**src/common/pclm_pkg.sv**
```systemverilog
// constants and types for the post code led multiplexer
// assumes a single 100 MHz clock domain and no register bus
// Notes on behaviour
// - show boot code first, then application use
// - after boot, general purpose or debug-port code
// - reset default selects general purpose values
// - red elements flag early failures per led
// - red marks failures before firmware runs
// - led n shows code bits n+4, n
// - multiplex eight-bit code one nibble at time
// - state zero blanks all leds first
// - states cycle zero, high, low, zero
// - debug-port code uses same bit mapping
// - switch position zero enables code display
package pclm_pkg;
    localparam int          PCLM_LED_W    = 4;
    localparam int          PCLM_CODE_W   = 8;
    localparam int          PCLM_HOLD_W   = 32;
    // half a second per state is easily readable by eye
    localparam int          PCLM_HOLD_MS  = 500;
    localparam int          PCLM_CLK_MHZ  = 100;
    localparam int          PCLM_HOLD_CYC = PCLM_HOLD_MS * 1000 * PCLM_CLK_MHZ;
    localparam logic [3:0]  PCLM_LEDS_OFF = 4'h0;
    localparam logic [7:0]  PCLM_CODE_RST = 8'h00;
    localparam int          PCLM_SW_POST  = 0;
    localparam logic        PCLM_SEL_GP   = 1'b0;
    localparam logic        PCLM_SEL_DBG  = 1'b1;

    typedef enum logic [1:0] {
        PCLM_ST_BLANK = 2'b00,
        PCLM_ST_HIGH  = 2'b01,
        PCLM_ST_LOW   = 2'b10
    } pclm_state_e;

    typedef enum logic [1:0] {
        PCLM_PH_EARLY = 2'b00,
        PCLM_PH_POST  = 2'b01,
        PCLM_PH_APP   = 2'b10
    } pclm_phase_e;

    // nibble of a code for one multiplex state; the high state reads as the upper hex digit
    function automatic logic [3:0] pclm_nibble(input logic [7:0] code, input logic hi);
        pclm_nibble = hi ? code[7:4] : code[3:0];
    endfunction
endpackage

```
**src/rtl/pclm_top.sv**
```systemverilog
// front-panel status led multiplexer: red failure flags, green code display
// assumes all inputs synchronous to CLK; led outputs are active high (lit = 1)
`timescale 1ns/100ps
module pclm_top #(
    parameter logic [31:0] HOLD_CYCLES = 32'(pclm_pkg::PCLM_HOLD_CYC)
) (
    input  wire logic       CLK,
    input  wire logic       RST_N,
    input  wire logic [3:0] BOARD_CONFIG_SWITCH,
    input  wire logic       FW_STARTED,
    input  wire logic       BOOT_DONE,
    input  wire logic       FAIL_POWER,
    input  wire logic       FAIL_CPU_CATERR,
    input  wire logic       FAIL_HW_RESET,
    input  wire logic       FAIL_FW_BOOT,
    input  wire logic [7:0] POST_CODE,
    input  wire logic       POST_CODE_WE,
    input  wire logic [7:0] DEBUG_PORT_CODE,
    input  wire logic       DEBUG_PORT_WE,
    input  wire logic [3:0] GP_VALUE,
    input  wire logic       GP_WE,
    input  wire logic       SRC_SEL,
    input  wire logic       SRC_SEL_WE,
    output logic      [3:0] STATUS_LED_GROUP_RED,
    output logic      [3:0] STATUS_LED_GROUP_GREEN,
    output logic      [1:0] PHASE
);
    logic [7:0] post_code_reg;
    logic [7:0] dbg_code_reg;
    logic [3:0] gp_reg;
    logic       sel_reg;
    logic [3:0] fail_reg;
    logic       post_en_reg;
    pclm_pkg::pclm_phase_e phase_reg;
    pclm_pkg::pclm_phase_e phase_next;
    logic [3:0] red_next;
    logic [3:0] green_next;
    logic [3:0] mux_leds;
    logic [7:0] mux_code;
    logic       mux_run;
    logic       tick;
    logic       status_led_three;
    logic       status_led_two;
    logic       status_led_one;
    logic       status_led_zero;

    // boot phase advances only forward; reset returns to early boot
    assign phase_next = BOOT_DONE  ? pclm_pkg::PCLM_PH_APP  :
                        FW_STARTED ? pclm_pkg::PCLM_PH_POST :
                                     pclm_pkg::PCLM_PH_EARLY;

    // failure flags are latched only before firmware runs, so late events never show red
    assign status_led_three = fail_reg[3] | (FAIL_POWER      && phase_reg == pclm_pkg::PCLM_PH_EARLY);
    assign status_led_two   = fail_reg[2] | (FAIL_CPU_CATERR && phase_reg == pclm_pkg::PCLM_PH_EARLY);
    assign status_led_one   = fail_reg[1] | (FAIL_HW_RESET   && phase_reg == pclm_pkg::PCLM_PH_EARLY);
    assign status_led_zero  = fail_reg[0] | (FAIL_FW_BOOT    && phase_reg == pclm_pkg::PCLM_PH_EARLY);

    // the multiplexer runs for code display in post phase, or debug code after boot
    assign mux_code = (phase_reg == pclm_pkg::PCLM_PH_APP) ? dbg_code_reg : post_code_reg;
    assign mux_run  = ((phase_reg == pclm_pkg::PCLM_PH_POST) && post_en_reg) ||
                      ((phase_reg == pclm_pkg::PCLM_PH_APP) && sel_reg == pclm_pkg::PCLM_SEL_DBG);

    // red shows failures only while firmware has not started
    assign red_next = (phase_reg == pclm_pkg::PCLM_PH_EARLY) ?
        {status_led_three, status_led_two, status_led_one, status_led_zero} :
        pclm_pkg::PCLM_LEDS_OFF;

    // green source per phase; disabled code display leaves green dark
    assign green_next =
        (phase_reg == pclm_pkg::PCLM_PH_APP) ?
            ((sel_reg == pclm_pkg::PCLM_SEL_GP) ? gp_reg : mux_leds) :
        (phase_reg == pclm_pkg::PCLM_PH_POST && post_en_reg) ? mux_leds :
        pclm_pkg::PCLM_LEDS_OFF;

    pclm_timer u_timer (
        .clk         (CLK),
        .rst_n       (RST_N),
        .run         (mux_run),
        .hold_cycles (HOLD_CYCLES),
        .tick        (tick)
    );

    pclm_seq u_seq (
        .clk   (CLK),
        .rst_n (RST_N),
        .run   (mux_run),
        .tick  (tick),
        .code  (mux_code),
        .leds  (mux_leds)
    );

    // firmware written values and selection
    always_ff @(posedge CLK or negedge RST_N) begin
        if (!RST_N) begin
            post_code_reg <= pclm_pkg::PCLM_CODE_RST;
            dbg_code_reg  <= pclm_pkg::PCLM_CODE_RST;
            gp_reg        <= pclm_pkg::PCLM_LEDS_OFF;
            sel_reg       <= pclm_pkg::PCLM_SEL_GP;
        end else begin
            if (POST_CODE_WE)  post_code_reg <= POST_CODE;
            if (DEBUG_PORT_WE) dbg_code_reg  <= DEBUG_PORT_CODE;
            if (GP_WE)         gp_reg        <= GP_VALUE;
            if (SRC_SEL_WE)    sel_reg       <= SRC_SEL;
        end
    end

    // phase, sticky early failures and the switch setting
    always_ff @(posedge CLK or negedge RST_N) begin
        if (!RST_N) begin
            phase_reg   <= pclm_pkg::PCLM_PH_EARLY;
            fail_reg    <= pclm_pkg::PCLM_LEDS_OFF;
            post_en_reg <= 1'b0;
        end else begin
            if (phase_next > phase_reg) phase_reg <= phase_next;
            fail_reg    <= {status_led_three, status_led_two, status_led_one, status_led_zero};
            post_en_reg <= BOARD_CONFIG_SWITCH[pclm_pkg::PCLM_SW_POST];
        end
    end

    // all outputs registered
    always_ff @(posedge CLK or negedge RST_N) begin
        if (!RST_N) begin
            STATUS_LED_GROUP_RED   <= pclm_pkg::PCLM_LEDS_OFF;
            STATUS_LED_GROUP_GREEN <= pclm_pkg::PCLM_LEDS_OFF;
            PHASE                  <= pclm_pkg::PCLM_PH_EARLY;
        end else begin
            STATUS_LED_GROUP_RED   <= red_next;
            STATUS_LED_GROUP_GREEN <= green_next;
            PHASE                  <= phase_reg;
        end
    end
endmodule

```
**src/rtl/pclm_timer.sv**
```systemverilog
// hold timer: pulses once every hold_cycles clocks
// assumes hold_cycles is at least one
`timescale 1ns/100ps
module pclm_timer (
    input  wire logic                           clk,
    input  wire logic                           rst_n,
    input  wire logic                           run,
    input  wire logic [pclm_pkg::PCLM_HOLD_W-1:0] hold_cycles,
    output logic                                tick
);
    logic [pclm_pkg::PCLM_HOLD_W-1:0] cnt_reg;
    logic [pclm_pkg::PCLM_HOLD_W-1:0] cnt_next;
    logic                             done;

    // count restarts whenever the multiplexer is idle so a new sequence is aligned
    assign done     = (cnt_reg + 32'h1 >= hold_cycles);
    assign cnt_next = (!run || done) ? 32'h0 : cnt_reg + 32'h1;

    always_ff @(posedge clk or negedge rst_n) begin
        if (!rst_n) begin
            cnt_reg <= 32'h0;
            tick    <= 1'b0;
        end else begin
            cnt_reg <= cnt_next;
            tick    <= run && done;
        end
    end
endmodule

```
**src/rtl/pclm_seq.sv**
```systemverilog
// three-state nibble sequencer for an 8-bit code
// assumes tick is a one-cycle pulse from the hold timer
`timescale 1ns/100ps
module pclm_seq (
    input  wire logic                       clk,
    input  wire logic                       rst_n,
    input  wire logic                       run,
    input  wire logic                       tick,
    input  wire logic [7:0]                 code,
    output logic      [3:0]                 leds
);
    pclm_pkg::pclm_state_e state_reg;
    pclm_pkg::pclm_state_e state_next;

    // blank, high, low, then back to blank
    always_comb begin
        state_next = state_reg;
        if (!run) begin
            state_next = pclm_pkg::PCLM_ST_BLANK;
        end else if (tick) begin
            case (state_reg)
                pclm_pkg::PCLM_ST_BLANK: state_next = pclm_pkg::PCLM_ST_HIGH;
                pclm_pkg::PCLM_ST_HIGH:  state_next = pclm_pkg::PCLM_ST_LOW;
                pclm_pkg::PCLM_ST_LOW:   state_next = pclm_pkg::PCLM_ST_BLANK;
                default:                 state_next = pclm_pkg::PCLM_ST_BLANK;
            endcase
        end
    end

    // led n carries bit n+4 in the high phase and bit n in the low phase
    always_comb begin
        case (state_reg)
            pclm_pkg::PCLM_ST_HIGH: leds = pclm_pkg::pclm_nibble(code, 1'b1);
            pclm_pkg::PCLM_ST_LOW:  leds = pclm_pkg::pclm_nibble(code, 1'b0);
            default:                leds = pclm_pkg::PCLM_LEDS_OFF;
        endcase
    end

    always_ff @(posedge clk or negedge rst_n) begin
        if (!rst_n) begin
            state_reg <= pclm_pkg::PCLM_ST_BLANK;
        end else begin
            state_reg <= state_next;
        end
    end
endmodule

```
**config.mk**
```make
export PLATFORM = sky130hd
export DESIGN_NAME = pclm_top
export DESIGN_NICKNAME = d
export VERILOG_FILES = /design/src/common/pclm_pkg.sv /design/src/rtl/pclm_top.sv /design/src/rtl/pclm_timer.sv /design/src/rtl/pclm_seq.sv
export SDC_FILE = /design/constraint.sdc
export NUM_CORES = 1
export LEC_CHECK = 0
export BUFFER_PORTS_ARGS = -buffer_cell sky130_fd_sc_hd__buf_2
export CORE_MARGIN = 2
export CORE_UTILIZATION = 52
export DETAILED_ROUTE_END_ITERATION = 16
export MAX_ROUTING_LAYER = met4
export PLACE_DENSITY_LB_ADDON = 0.1
export SETUP_SLACK_MARGIN = 0.1
export SLEW_MARGIN = 25
export SYNTH_ARGS = -nofsm -noshare
export SYNTH_HDL_FRONTEND = slang
export SYNTH_SLANG_ARGS = --single-unit
```
**constraint.sdc**
```tcl
create_clock -name CLK -period 2.6 [get_ports CLK]
set_input_delay 0.13 -clock CLK [delete_from_list [all_inputs] [get_ports CLK]]
set_output_delay 0.13 -clock CLK [all_outputs]
set_load 0.02 [all_outputs]
```
==> impl_metrics.csv <==
group,metric,value,unit
route,drt.antenna.violating_nets,0,
logic_synthesis,register_area_share_after_synthesis,48.6,%
timing,unrepaired_setup_endpoints_after_global_routing,"yes",
worst_setup_path,critical_path_arrival,2.73,ns
logic_synthesis,yosysWarnings,0,
timing,finalClockSkew,0.0115,ns
power_and_ir_drop,intPower,1990,uW
flow_run,max-cap-violations,0,
die,placement_rows,30,
power_and_ir_drop,p_sw_share,30.7,%
route,firstDrtPassIters,4,
layout,seqCellArea,1830,um^2
logic_synthesis,dominantRegCellSynth,"sky130_fd_sc_hd__dfrtp_1",
clock_network,tritoncts.num_buffers,9,
timing,final-max-slew-violation-count,0,
die,io-pin-count,47,
worst_setup_path,cp-start-kind,"flip-flop",
route,route.detailed.vias_per_inst,5.47,
die,die_area,7930,um^2
clock_network,worst_skew_pair.late_latency,0.34,ns
clock_network,cts.root.buffer_cell,"sky130_fd_sc_hd__clkbuf_8",
place,dp_cells,502,
worst_setup_path,endpoint_kind,"flip-flop",
global_route,globalRouteOverflowTotal,0,
clock_network,clkSlewWorstSetupHoldPaths,0.08,ns
route,detail_route.wl_per_cell,14.5,um
clock_network,tritoncts_clock_tree,"yes",
global_route,grt_pass1_wl,13100,um
clock_network,cts.htree.levels,3,
timing,setup_violations,0,
timing,min_period_over_period,95.7,%
place,port_buffers,43,
timing,final_period_minus_worst_setup_slack,2.49,ns
timing,max_clock_freq,0.402,GHz
layout,area_growth_from_synthesis_to_layout,23.6,%
worst_hold_path,class_of_the_most_critical_hold_timing_path,"in -> reg",
route,drt-total-wl,7730,um
global_route,groute.usage.overall,21.9,%
power_and_ir_drop,leakagePower,0.00201,uW
power_and_ir_drop,netSwitchingPower,880,uW
clock_network,tritoncts_num_sinks,73,
logic_synthesis,synth.ff_latch_count,73,
logic_synthesis,avgSynthCellArea,10.8,um^2
worst_hold_path,worst_hold_path_stage_count,2,
worst_setup_path,r2r_cells,9,
worst_setup_path,worst_ep_required_time,2.84,ns
route,total_number_of_vias,2917,
timing,setup_tns,0,ns
die,core_region_area,6910,um^2
layout,fin_nets,476,
place,hpwl_after_detailed_placement,5350,um
layout,mostFrequentLayoutCells,"73 x sky130_fd_sc_hd__dfrtp_1, 43 x sky130_fd_sc_hd__buf_2, 31 x sky130_fd_sc_hd__buf_4",
die,start_util,54.4,%
global_route,maximum_number_of_pins_on_one_net_before_global_route_repair,59,
layout,largest_register_ff_count,32,
global_route,grt_antenna_before_repair,0,
layout,layout_commonest_cell,"sky130_fd_sc_hd__dfrtp_1",
logic_synthesis,async_reset_ff_share,100,%
logic_synthesis,post_synth_inst_count,348,
global_route,first_global_vias,2843,
clock_network,max-clock-path-buffers,2,
die,floorplan.die.width,89.0,um
layout,layout_cell_area_excl_fill,4650,um^2
route,drcViolationCount,0,
layout,fill_cells,557,
layout,multiInputGateArea,1880,um^2
worst_setup_path,critPathKind,"reg -> reg",
worst_setup_path,critPathMaxFanout,20,
die,die_h,89.0,um
layout,final-instance-count-excl-fill,533,
logic_synthesis,count_of_flip_flops_with_a_built_in_enable_after_synthesis,0,
run_status,status,"completed",
logic_synthesis,syn_area,3760,um^2
power_and_ir_drop,clock_power_share,30.6,%
place,post_dp_cell_area,4280,um^2
power_and_ir_drop,power.density_cell_area,617,nW/um^2
timing,hold_violation_count_in_the_final_report,0,
layout,layout-drive-gt1-share,33.0,%
power_and_ir_drop,pwr-share-comb,23.3,%
layout,diodes,0,
place,place.gp.congestion,0.936,
route,detail_route.iter0.violations,128,
power_and_ir_drop,power.share.sequential,46.0,%
logic_synthesis,synth.distinct_cells,54,
power_and_ir_drop,worst_ir_drop_vdd,422,uV
power_and_ir_drop,report.power.total,2870,uW
[synth_stat cells, types with 7 or more instances]
library cell / count / share of area (%)
sky130_fd_sc_hd__nand4_1: 9 / 1.5
sky130_fd_sc_hd__clkbuf_1: 11 / 1.1
sky130_fd_sc_hd__nor4_1: 7 / 1.2
sky130_fd_sc_hd__nor2_1: 17 / 1.7
sky130_fd_sc_hd__nor3_1: 31 / 4.1
sky130_fd_sc_hd__mux2_2: 28 / 8.4
sky130_fd_sc_hd__xnor2_1: 12 / 2.8
sky130_fd_sc_hd__inv_1: 7 / 0.70
sky130_fd_sc_hd__ha_1: 7 / 2.3
sky130_fd_sc_hd__and3_1: 8 / 1.3
sky130_fd_sc_hd__nand2_1: 22 / 2.2
sky130_fd_sc_hd__nand3_1: 15 / 2.0
sky130_fd_sc_hd__dfrtp_1: 73 / 49
sky130_fd_sc_hd__xor2_1: 13 / 3.0
sky130_fd_sc_hd__a21oi_1: 11 / 1.5
[repair_timing]
| item | in CTS | in global routing |
|---|---|---|
| hold buffers | 9 | 2 |
| setup endpoints to repair | 25 | 27 |
| endpoints found under the hold margin | 23 | 2 |
| pin swaps | 4 | 2 |
| resized for setup | 3 | 3 |
| setup buffers | 3 | 1 |
[path summary, 6_finish.rpt]
| path | slack [ns] | startpoint | end |
|---|---|---|---|
| hold / removal | 0.02 | POST_CODE[4] | post_code_reg[4] |
| max in group asynchronous | 1.74 | RST_N | fail_reg[3] |
| setup / recovery | 0.11 | u_timer.cnt_reg[1] | u_timer.cnt_reg[3] |
| hold reg to reg | 0.42 | phase_reg[1] | PHASE[1] |
| min in group asynchronous | 0.24 | RST_N | u_timer.cnt_reg[18] |
| setup reg to reg | 0.11 | u_timer.cnt_reg[1] | u_timer.cnt_reg[3] |
[per-layer routing]
| layer | vias to the layer above | part of all wire (%) | GRT usage [%] |
|---|---|---|---|
| li1 | 1427 | - | - |
| met1 | 1411 | 47 | 28.2 |
| met2 | 71 | 49 | 34.7 |
| met3 | 8 | 3.2 | 5.08 |
| met4 | 0 | 0.94 | 6.78 |
| met5 | - | 0 | - |
[worst max-delay path, cell delays in order (launching register included)]
cell	delay, ns
sky130_fd_sc_hd__dfrtp_1	0.41
sky130_fd_sc_hd__ha_4	0.17
sky130_fd_sc_hd__nand2_4	0.04
sky130_fd_sc_hd__or4_4	0.53
sky130_fd_sc_hd__or3_4	0.40
sky130_fd_sc_hd__mux2i_1	0.14
sky130_fd_sc_hd__a22oi_2	0.21
sky130_fd_sc_hd__o211ai_4	0.11
sky130_fd_sc_hd__buf_12	0.17
sky130_fd_sc_hd__nor3_1	0.20
[layout make-up]
cell class                 count  share of cell area (%)
tap                           96                    2.58
sequential                    73                    39.3
clock inverter                 6                    1.48
multi-input combinational    254                    40.4
clock buffer                  10                    2.75
timing repair buffer          87                    12.9
inverter                       7                   0.565
[power groups by stage]
stage / Sequential, uW / Combinational [uW] / Clock [uW]
floorplan: 1400 / 366 / 0
global placement: 1340 / 647 / 0
detailed placement: 1340 / 662 / 0
CTS: 1320 / 673 / 907
global route: 1340 / 737 / 966
finish: 1320 / 670 / 879
[per-stage QoR]
step | worst slack, ns | util, % | hold slack [ns]
after CTS | 0.102 | 66.7 | 0.000296
final | 0.112 | 67.3 | 0.0194
after detailed placement | 0.0442 | 62.0 | 0.0772
after floorplan | 0.0608 | - | -0.166
after global routing | 0.00718 | 67.3 | 0.000421
after global placement | 0.0630 | 62.0 | 0.0807
[cell families after synthesis]
family	after synthesis	share of synthesized area, %
compound gates	46	9.22
mux	32	9.45
other cells	1	0.0997
buf+inv	26	3.19
simple gates	138	21.3
fa+ha+maj	7	2.33
xor+xnor	25	5.82
flops	73	48.6
Note: power is estimated with default switching activity, not from simulation.
